### src/hw/cupwm_defs.vh
/*
  Constants of the compare unit PWM block: register offsets, field
  positions, mode codes, status bits and reset values.
  Assumes inclusion by bare name from the design files of this block.
*/
`ifndef CUPWM_DEFS_VH
`define CUPWM_DEFS_VH

////////////////////////////////////////////////////////////////////////
// Register offsets (byte addresses on the plain register port)
`define CUPWM_OFF_CTL_ONE 8'h00
`define CUPWM_OFF_CTL_TWO 8'h04
`define CUPWM_OFF_DUTY 8'h08
`define CUPWM_OFF_PERIOD 8'h0C
`define CUPWM_OFF_STATUS 8'h10
`define CUPWM_OFF_MASK 8'h14
`define CUPWM_OFF_COUNT 8'h18

////////////////////////////////////////////////////////////////////////
// compare_control_one fields
`define CUPWM_MODE_HI 2
`define CUPWM_MODE_LO 0
`define CUPWM_FLT_HI 9
`define CUPWM_FLT_LO 7
`define CUPWM_TCS_HI 12
`define CUPWM_TCS_LO 10
`define CUPWM_CTL_ONE_MASK 16'h1F87

// compare_control_two fields
`define CUPWM_SYNC_HI 4
`define CUPWM_SYNC_LO 0
`define CUPWM_TRIG_BIT 7
`define CUPWM_CTL_TWO_MASK 16'h009F

////////////////////////////////////////////////////////////////////////
// Codes
`define CUPWM_MODE_OFF 3'h0
`define CUPWM_MODE_EDGE 3'h6
`define CUPWM_MODE_CENTER 3'h7
`define CUPWM_SYNC_SELF 5'h1F
`define CUPWM_TCS_SYSCLK 3'h7

////////////////////////////////////////////////////////////////////////
// Status and mask bits
`define CUPWM_ST_PERIOD 0
`define CUPWM_ST_DUTY 1
`define CUPWM_ST_FAULT 2
`define CUPWM_ST_W 3

////////////////////////////////////////////////////////////////////////
// Reset values
`define CUPWM_RST_CTL_ONE 16'h0000
`define CUPWM_RST_CTL_TWO 16'h0000
`define CUPWM_RST_VALUE 16'h0000
`define CUPWM_RST_STATUS 3'h0
`define CUPWM_RST_MASK 3'h0

`endif

### src/hw/cupwm_chan.v
/*
  One compare channel: the software-visible value register, the internal
  buffer that the comparator really uses, and the equality match.
  Assumes the parent pulses load only at a period boundary or while idle.
*/
`timescale 1ns/1ps
`include "cupwm_defs.vh"

module cupwm_chan #(
  parameter CNT_W = 16
) (
  // Clock and reset
  input wire ref_clk,
  input wire sys_rst,
  // Software side
  input wire wr_en,
  input wire [CNT_W-1:0] wr_data,
  output reg [CNT_W-1:0] soft_val_reg,
  // Compare side
  input wire load,
  input wire [CNT_W-1:0] count,
  output reg [CNT_W-1:0] active_val_reg,
  output wire match
);

  always @(posedge ref_clk) begin
    if (sys_rst) begin
      soft_val_reg <= `CUPWM_RST_VALUE;
      active_val_reg <= `CUPWM_RST_VALUE;
    end else begin
      if (wr_en) begin
        soft_val_reg <= wr_data;
      end
      // Buffer copy only at a boundary or while idle, so a pulse is never cut short
      if (load) begin
        active_val_reg <= soft_val_reg; // [RQ2] [RQ16]
      end
    end
  end

  assign match = (count == active_val_reg);

endmodule // cupwm_chan

### src/hw/cupwm_top.v
/*
  Compare unit in PWM mode: register file, clock-source choice, counter,
  edge- and center-aligned waveform, fault gating and interrupt.
  Assumes synchronous inputs on ref_clk, one-cycle prescaler ticks and a
  single-cycle register master that never waits.
*/
// Local design decisions: the plain strobed port and the placing of the registers.
// Operation
// RQ1: Edge-aligned or center-aligned waveform by configuration.
// RQ2: Settings double-buffered inside, buffers not addressable.
// RQ3: Duty taken from duty_compare_value register.
// RQ4: Period taken from period_compare_value register.
// RQ5: Sync select 0x1F, trigger clear: self sync.
// RQ6: timer_clock_select bits 12:10 choose counting clock.
// RQ7: compare_mode_field bits 2:0 choose PWM mode.
// RQ8: Fault inputs enabled individually; disabled ones ignored.
// RQ9: Software enables compare interrupt for fault handling.
// RQ10: Counter clocked by timer prescaler output.
// RQ11: Software routes output through pin_remap_select.
// RQ12: Software sets clocking timer prescale value.
// RQ13: Output default, opposite on duty match.
// RQ14: Output back to default on period match.
// RQ15: Interrupt flag set on every period match.
// RQ16: New values take effect at period boundary.
// RQ17: Self sync: counter restarts on period match.
`timescale 1ns/1ps
`include "cupwm_defs.vh"

module cupwm_top #(
  parameter CNT_W = 16,
  parameter TICK_N = 7,
  parameter FLT_N = 3
) (
  // Clock and reset
  input wire ref_clk,
  input wire sys_rst,
  // Register port
  input wire [7:0] reg_addr,
  input wire [CNT_W-1:0] reg_wr_data,
  input wire reg_wr_strobe,
  input wire reg_rd_strobe,
  output reg [CNT_W-1:0] reg_rd_data_reg,
  // Clock sources and sync
  input wire [TICK_N-1:0] timer_prescale_tick,
  input wire ext_sync_pulse,
  // Faults
  input wire [FLT_N-1:0] fault_in,
  // Output and interrupt
  output reg compare_output_pin_reg,
  output wire compare_irq
);

  // Counter phases of the waveform generator
  localparam PH_IDLE = 3'b001;
  localparam PH_UP = 3'b010;
  localparam PH_DOWN = 3'b100;

  ////////////////////////////////////////////////////////////////////////
  // Register file

  reg [CNT_W-1:0] ctl_one_reg;
  reg [CNT_W-1:0] ctl_two_reg;
  reg [`CUPWM_ST_W-1:0] status_reg;
  reg [`CUPWM_ST_W-1:0] status_next;
  reg [`CUPWM_ST_W-1:0] mask_reg;
  reg [CNT_W-1:0] rd_data_next;
  reg [CNT_W-1:0] cnt_reg;
  reg [CNT_W-1:0] cnt_next;
  reg [2:0] phase_reg;
  reg [2:0] phase_next;
  reg out_next;
  reg fault_latch_reg;
  reg fault_latch_next;
  reg armed_reg;
  reg boundary;
  reg tick;

  wire [CNT_W-1:0] duty_soft;
  wire [CNT_W-1:0] period_soft;
  wire [CNT_W-1:0] duty_active;
  wire [CNT_W-1:0] period_active;
  wire duty_match;
  wire period_match;

  wire wr_ctl_one = reg_wr_strobe && (reg_addr == `CUPWM_OFF_CTL_ONE);
  wire wr_ctl_two = reg_wr_strobe && (reg_addr == `CUPWM_OFF_CTL_TWO);
  wire wr_duty = reg_wr_strobe && (reg_addr == `CUPWM_OFF_DUTY);
  wire wr_period = reg_wr_strobe && (reg_addr == `CUPWM_OFF_PERIOD);
  wire wr_mask = reg_wr_strobe && (reg_addr == `CUPWM_OFF_MASK);
  wire rd_status = reg_rd_strobe && (reg_addr == `CUPWM_OFF_STATUS);

  wire [2:0] mode = ctl_one_reg[`CUPWM_MODE_HI:`CUPWM_MODE_LO]; // [RQ7]
  wire [2:0] clk_sel = ctl_one_reg[`CUPWM_TCS_HI:`CUPWM_TCS_LO];
  wire [FLT_N-1:0] flt_en = ctl_one_reg[`CUPWM_FLT_HI:`CUPWM_FLT_LO];
  wire [4:0] sync_sel = ctl_two_reg[`CUPWM_SYNC_HI:`CUPWM_SYNC_LO];
  wire trig_mode = ctl_two_reg[`CUPWM_TRIG_BIT];

  wire mode_edge = (mode == `CUPWM_MODE_EDGE); // [RQ1]
  wire mode_center = (mode == `CUPWM_MODE_CENTER); // [RQ1]
  wire pwm_on = mode_edge || mode_center;
  // Self sync needs the trigger bit clear, else the unit waits for ext_sync_pulse
  wire self_sync = (sync_sel == `CUPWM_SYNC_SELF) && !trig_mode; // [RQ5]
  wire ext_sync = !self_sync && !trig_mode && ext_sync_pulse;
  wire running = pwm_on && (!trig_mode || armed_reg);

  // Only enabled fault lines count; others are masked off here
  wire fault_active = |(fault_in & flt_en); // [RQ8]

  always @(posedge ref_clk) begin
    if (sys_rst) begin
      ctl_one_reg <= `CUPWM_RST_CTL_ONE;
      ctl_two_reg <= `CUPWM_RST_CTL_TWO;
      mask_reg <= `CUPWM_RST_MASK;
      status_reg <= `CUPWM_RST_STATUS;
      reg_rd_data_reg <= `CUPWM_RST_VALUE;
    end else begin
      if (wr_ctl_one) begin
        ctl_one_reg <= reg_wr_data & `CUPWM_CTL_ONE_MASK;
      end
      if (wr_ctl_two) begin
        ctl_two_reg <= reg_wr_data & `CUPWM_CTL_TWO_MASK;
      end
      if (wr_mask) begin
        mask_reg <= reg_wr_data[`CUPWM_ST_W-1:0];
      end
      status_reg <= status_next;
      reg_rd_data_reg <= rd_data_next;
    end
  end

  // Read data stand for exactly one cycle after the strobe
  always @* begin
    rd_data_next = {CNT_W{1'b0}};
    if (reg_rd_strobe) begin
      if (reg_addr == `CUPWM_OFF_CTL_ONE) begin
        rd_data_next = ctl_one_reg;
      end else if (reg_addr == `CUPWM_OFF_CTL_TWO) begin
        rd_data_next = ctl_two_reg;
      end else if (reg_addr == `CUPWM_OFF_DUTY) begin
        rd_data_next = duty_soft; // [RQ3]
      end else if (reg_addr == `CUPWM_OFF_PERIOD) begin
        rd_data_next = period_soft; // [RQ4]
      end else if (reg_addr == `CUPWM_OFF_STATUS) begin
        rd_data_next = {{(CNT_W-`CUPWM_ST_W){1'b0}}, status_reg};
      end else if (reg_addr == `CUPWM_OFF_MASK) begin
        rd_data_next = {{(CNT_W-`CUPWM_ST_W){1'b0}}, mask_reg};
      end else if (reg_addr == `CUPWM_OFF_COUNT) begin
        rd_data_next = cnt_reg;
      end else begin
        rd_data_next = {CNT_W{1'b0}};
      end
    end
  end

  ////////////////////////////////////////////////////////////////////////
  // Compare channels

  cupwm_chan #(
    .CNT_W(CNT_W)
  ) u_duty (
    .ref_clk(ref_clk),
    .sys_rst(sys_rst),
    .wr_en(wr_duty),
    .wr_data(reg_wr_data),
    .soft_val_reg(duty_soft),
    .load(boundary || !running),
    .count(cnt_reg),
    .active_val_reg(duty_active),
    .match(duty_match)
  );

  cupwm_chan #(
    .CNT_W(CNT_W)
  ) u_period (
    .ref_clk(ref_clk),
    .sys_rst(sys_rst),
    .wr_en(wr_period),
    .wr_data(reg_wr_data),
    .soft_val_reg(period_soft),
    .load(boundary || !running),
    .count(cnt_reg),
    .active_val_reg(period_active),
    .match(period_match)
  );

  ////////////////////////////////////////////////////////////////////////
  // Counting clock

  // Prescaler ticks (select codes 0 to 6), not the timers' own count outputs, drive the counter; code 7 counts every ref_clk cycle
  always @* begin
    tick = 1'b0;
    if (clk_sel == `CUPWM_TCS_SYSCLK) begin
      tick = 1'b1;
    end else if (clk_sel < TICK_N) begin
      tick = timer_prescale_tick[clk_sel]; // [RQ6] [RQ10]
    end
  end

  ////////////////////////////////////////////////////////////////////////
  // Counter and waveform

  always @* begin
    cnt_next = cnt_reg;
    phase_next = phase_reg;
    out_next = compare_output_pin_reg;
    boundary = 1'b0;
    case (phase_reg)
      PH_IDLE: begin
        cnt_next = {CNT_W{1'b0}};
        out_next = 1'b0;
        if (running) begin
          phase_next = PH_UP;
        end
      end
      PH_UP: begin
        if (!running) begin
          // Mode off drops the pin at once, not a cycle late
          phase_next = PH_IDLE;
          cnt_next = {CNT_W{1'b0}};
          out_next = 1'b0;
        end else if (ext_sync) begin
          // Foreign sync source restarts the period
          cnt_next = {CNT_W{1'b0}};
          out_next = 1'b0;
          boundary = 1'b1;
        end else if (tick) begin
          if (duty_match) begin
            out_next = 1'b1; // [RQ13]
          end
          if (mode_center && period_match) begin
            phase_next = PH_DOWN;
            if (cnt_reg != {CNT_W{1'b0}}) begin
              cnt_next = cnt_reg - {{(CNT_W-1){1'b0}}, 1'b1};
            end
          end else if (period_match) begin
            out_next = 1'b0; // [RQ14]
            if (self_sync) begin
              cnt_next = {CNT_W{1'b0}}; // [RQ17]
              boundary = 1'b1; // [RQ16]
            end else begin
              cnt_next = cnt_reg + {{(CNT_W-1){1'b0}}, 1'b1};
            end
          end else begin
            cnt_next = cnt_reg + {{(CNT_W-1){1'b0}}, 1'b1};
          end
        end
      end
      PH_DOWN: begin
        if (!running) begin
          phase_next = PH_IDLE;
          cnt_next = {CNT_W{1'b0}};
          out_next = 1'b0;
        end else if (ext_sync) begin
          cnt_next = {CNT_W{1'b0}};
          out_next = 1'b0;
          phase_next = PH_UP;
          boundary = 1'b1;
        end else if (tick) begin
          if (duty_match) begin
            out_next = 1'b0; // [RQ13]
          end
          if (cnt_reg == {CNT_W{1'b0}}) begin
            // Turning point at zero is the center-aligned boundary
            phase_next = PH_UP;
            boundary = 1'b1; // [RQ16]
            if (period_active != {CNT_W{1'b0}}) begin
              cnt_next = {{(CNT_W-1){1'b0}}, 1'b1};
            end
          end else begin
            cnt_next = cnt_reg - {{(CNT_W-1){1'b0}}, 1'b1};
          end
        end
      end
      default: begin
        phase_next = PH_IDLE;
        cnt_next = {CNT_W{1'b0}};
        out_next = 1'b0;
      end
    endcase
    // A fault forces the default level until a clean boundary
    if (fault_active || fault_latch_reg) begin
      out_next = 1'b0; // [RQ8]
    end
  end

  always @* begin
    fault_latch_next = fault_latch_reg;
    if (fault_active) begin
      fault_latch_next = 1'b1;
    end else if (boundary || !running) begin
      fault_latch_next = 1'b0;
    end
  end

  always @(posedge ref_clk) begin
    if (sys_rst) begin
      cnt_reg <= {CNT_W{1'b0}};
      phase_reg <= PH_IDLE;
      compare_output_pin_reg <= 1'b0;
      fault_latch_reg <= 1'b0;
      armed_reg <= 1'b0;
    end else begin
      cnt_reg <= cnt_next;
      phase_reg <= phase_next;
      compare_output_pin_reg <= out_next;
      fault_latch_reg <= fault_latch_next;
      // Trigger mode holds the counter until ext_sync_pulse fires, whatever sync_sel holds
      if (!pwm_on || !trig_mode) begin
        armed_reg <= 1'b0;
      end else if (ext_sync_pulse) begin
        armed_reg <= 1'b1;
      end
    end
  end

  ////////////////////////////////////////////////////////////////////////
  // Interrupt status

  wire in_count = running && !ext_sync && tick && (phase_reg != PH_IDLE);
  wire ev_period = in_count && (phase_reg == PH_UP) && period_match;
  wire ev_duty = in_count && duty_match;

  // Read clears, but an event in the same cycle still lands
  always @* begin
    status_next = status_reg;
    if (rd_status) begin
      status_next = {`CUPWM_ST_W{1'b0}};
    end
    if (ev_period) begin
      status_next[`CUPWM_ST_PERIOD] = 1'b1; // [RQ15]
    end
    if (ev_duty) begin
      status_next[`CUPWM_ST_DUTY] = 1'b1;
    end
    if (fault_active) begin
      status_next[`CUPWM_ST_FAULT] = 1'b1;
    end
  end

  // Fault reporting reaches this line only while its mask bit is set; a status read shows it always
  assign compare_irq = |(status_reg & mask_reg); // [RQ9]

endmodule // cupwm_top

### config.mk
export PLATFORM = sky130hd
export DESIGN_NAME = cupwm_top
export DESIGN_NICKNAME = d
export VERILOG_FILES = /design/src/hw/cupwm_chan.v /design/src/hw/cupwm_top.v
export VERILOG_INCLUDE_DIRS = /design/src /design/src/hw
export SDC_FILE = /design/constraint.sdc
export NUM_CORES = 1
export LEC_CHECK = 0
export ABC_AREA = 1
export BUFFER_PORTS_ARGS = -buffer_cell sky130_fd_sc_hd__buf_4
export CELL_PAD_IN_SITES_DETAIL_PLACEMENT = 0
export CELL_PAD_IN_SITES_GLOBAL_PLACEMENT = 1
export CORE_MARGIN = 5
export CORE_UTILIZATION = 37
export CTS_CLUSTER_DIAMETER = 120
export DETAILED_ROUTE_END_ITERATION = 8
export HOLD_SLACK_MARGIN = 0.06
export PLACE_DENSITY = 0.78
export SETUP_SLACK_MARGIN = 0.15
export SLEW_MARGIN = 20
export SYNTH_ARGS = -nofsm -noshare
export SYNTH_HDL_FRONTEND = slang
export SYNTH_SLANG_ARGS = --single-unit
### constraint.sdc
create_clock -name ref_clk -period 2.1 [get_ports ref_clk]
set_clock_uncertainty 0.05 [all_clocks]
set_input_delay 0.105 -clock ref_clk [delete_from_list [all_inputs] [get_ports ref_clk]]
set_output_delay 0.105 -clock ref_clk [all_outputs]
set_load 0.01 [all_outputs]
==> results.md <==
- Outcome: finished, final reports clean
- Worst EP required: about 2.4 ns
- Nets: approximately 1,100
- Finished Layout Cells: 1,323
- RSZ-0062 raised after global routing: yes
- Antenna Diode Count: 0
- Fin crit share: 0.933
- Fin util: 0.511
- Async S/R FF share, synth: 0
- Post-synth top area share: 0.366
- Core area: roughly 0.018 mm^2
- Slew headroom: 0.523
- Crit Path Category: flop to flop
- Sink Count: between 100 and 150
- Synth Instances: around 940
- Syn Nets: roughly 990
- Routed WL: around 22 mm
- Clock Latency Late Sink: ~0.42 ns
- Starting Density: 0.376
- Vias in the first global route: between 6,000 and 7,000
- LEAKAGE: approximately 3.8 nW
- Avg Inst Size Synth: about 7 um^2
- DRT iter0 DRCs: around 470
- Reg2Reg Depth: 12
- Pwr per Cell Area: approximately 640 mW/mm^2
- Footprint of the multi-input gates: approximately 0.0040 mm^2
- Max Cap Viol: 0
- Largest cells by area after synthesis: dfxtp_1, nand2_1, nor2_1
- Final-report setup violation count: 0
- Register Area: around 0.0025 mm^2
- Reg-to-reg critical path startpoint: cnt_reg[1]
- Max Root-Sink Buffers: 2
- Yosys reg bits: approximately 120
- First-pass GRT wire length: approximately 34 mm
- TritonCTS buffer count: 17
- Sw frac: 0.247
- Synth unique cells: 48
- Endpoint, Worst Hold: compare_output_pin_reg
- Yosys warns: 0
- Fraction of final layout cells with drive strength greater than 1: 0.318
- Flop-to-flop setup slack: approximately 0.14 ns
- Clk slew on worst S/H paths: roughly 0.060 ns
- Post-DRT Antenna Nets: 0
- Chip Width: ~140 um
- RePlAce Congestion: 0.875
- Final Power: around 0.0058 W
- Die area: 0.0210 mm^2
- Io pins: 57
- HP Start: fault_in[2]
- Slew Limit Fails: 0
- Highest fanout seen on the critical path: 8
- Fmax: 0.510 GHz
- Synth Cell Area: about 0.0067 mm^2
- Residual DRC count: 0
- Clock share of power: 0.540
- Wire per inst: between 15 and 20 um
- Prevailing post-synth register cell: dfxtp_1
- Layout fillers: around 1,800
- Hold-critical path depth: 4
- GRT Total Usage: 0.213
- DR vias/cell: 5.05
- Worst slew pin tran: 0.715 ns
- Inst Count DP: 1,245
- HPWL Detailed: approximately 15 mm
- Sequential fraction of the synthesis area: 0.366
- Critical R2R Capture: u_period.active_val_reg[2]
- TritonCTS clock tree: built
- Peak VDD IR: between 0.0005 and 0.0006 V
- Critical Path Sink Type: flop
- Pin count of the biggest net entering global routing: 56
- Row count: 49
- Cell internal pwr: between 0.004 and 0.005 W
- Buffers on Ports: 56
- Sw power: 0.00144 W
- Flop pwr share: 0.404
- Dominant cell type by area after synthesis: dfxtp_1
- Final hold vios: 0
- Final hold slack: ~0.092 ns
- Gate power share: 0.056
- HP Class: input pin to flop
- GRT Residual Overflow: 0
- Crit path DAT: approximately 2.3 ns
- Final min period: around 2.0 ns
- DIE HEIGHT: roughly 140 um
- CTS H-tree lvls: 4
- Layout area overhead: 36.0%
- Critical path startpoint category: flop
- Initial antenna violation count: 0
- Setup TNS: 0 ns
- Via Count: ~6,700
- Initial DRT Pass Iterations: 5
- EDFF count, synth: 0
- Clk root buf: clkbuf_16
[routing by layer]
layer  GRT usage  wire length (um)  part of all wire
met1       0.280              9900              0.45
met2       0.353             10400              0.47
met3      0.0361              1130             0.051
met4      0.0722               523             0.024
met5           0                 0                 0
[worst max path at each step]
stage	startpoint	to	slack, ns	cells after the start
detailed placement	cnt_reg[0]	cnt_reg[14]	0.06	11
global route	cnt_reg[0]	cnt_reg[14]	0.03	12
global placement	cnt_reg[5]	cnt_reg[13]	0.08	8
finish	cnt_reg[1]	u_period.active_val_reg[2]	0.14	12
CTS	cnt_reg[12]	u_duty.active_val_reg[11]	0.09	16
floorplan	cnt_reg[8]	u_period.active_val_reg[10]	0.28	14
[critical path, cell delays in order, from the launching register on]
cell	delay, ns
dfxtp_2	0.35
inv_2	0.10
ha_2	0.21
nand2_1	0.07
nor2_2	0.11
nand4_1	0.17
nand2_2	0.14
nand2_4	0.07
nand2_8	0.09
buf_12	0.17
buf_16	0.15
nand3_2	0.06
a21oi_1	0.13
[cell families after synthesis]
family | after synthesis | synth area share
xor+xnor | 46 | 0.0599
simple gates | 459 | 0.310
fa+ha+maj | 3 | 0.00558
compound gates | 182 | 0.154
buf+inv | 131 | 0.105
flops | 123 | 0.366
[area by class of cell]
type,count,area share
Clock buffer,17,0.0465
Clock inverter,15,0.0223
Inverter,86,0.0371
Multi-Input combinational cell,693,0.435
Sequential cell,123,0.275
Tap cell,229,0.0313
Timing Repair Buffer,160,0.153
[layout by cell type (no fill, tap or decap), types with 9 or more instances in the layout]
cell type,instances
nand2_1,156
buf_4,127
nor2_1,119
dfxtp_1,99
a21oi_1,69
inv_1,67
o21ai_0,63
nand3_1,49
nand2_2,44
xor2_1,26
dlygate4sd3_1,19
xnor2_1,18
nand3_2,17
clkbuf_16,17
dfxtp_2,16
nor2_2,15
a21oi_2,15
nand4_1,13
inv_2,13
a221oi_1,9
[synthesized netlist by cell type (2+ instances only)]
library cell / number
o22ai_1: 2
a21oi_1: 75
ha_1: 3
or2_2: 2
nand2_1: 186
nor3_1: 10
clkbuf_1: 15
nand4_1: 13
clkbuf_8: 6
nor2_4: 4
a31oi_1: 5
a221oi_1: 9
nand2_2: 18
or2_1: 4
nor3_2: 4
inv_1: 70
nand2_4: 6
o21ai_1: 6
nand3_1: 67
buf_2: 5
a21oi_2: 9
buf_8: 3
nor4_1: 5
buf_4: 2
xnor2_1: 20
nor2_1: 130
inv_2: 14
buf_6: 12
nor2_2: 6
o211ai_1: 5
o21ai_0: 64
dfxtp_1: 123
xor2_1: 26
[repair_timing]
| item | CTS | global route |
|---|---|---|
| hold buffers | 19 | 0 |
| cloned | 6 | 0 |
| resized for setup | 45 | 98 |
| pin swaps | 13 | 36 |
| setup endpoints to repair | 48 | 51 |
| setup buffers | 13 | 8 |
| hold endpoints to repair | 55 | 0 |
[power by group through the flow]
stage	Sequential, W	Clock [W]	Combinational, W
2_1_floorplan	0.00241	0	0.000168
3_3_place_gp	0.00242	0	0.000276
3_5_place_dp	0.00242	0	0.000277
4_1_cts	0.00237	0.00317	0.000310
5_1_grt	0.00236	0.00330	0.000358
6_report	0.00236	0.00315	0.000329
[metrics by stage]
stage	setup slack (ns)	area [um^2]
floorplan	0.279	6720
global placement	0.0833	7550
detailed placement	0.0594	7550
CTS	0.0898	8750
global route	0.0288	9140
finish	0.140	9140
Note: power is estimated with default switching activity, not from simulation.
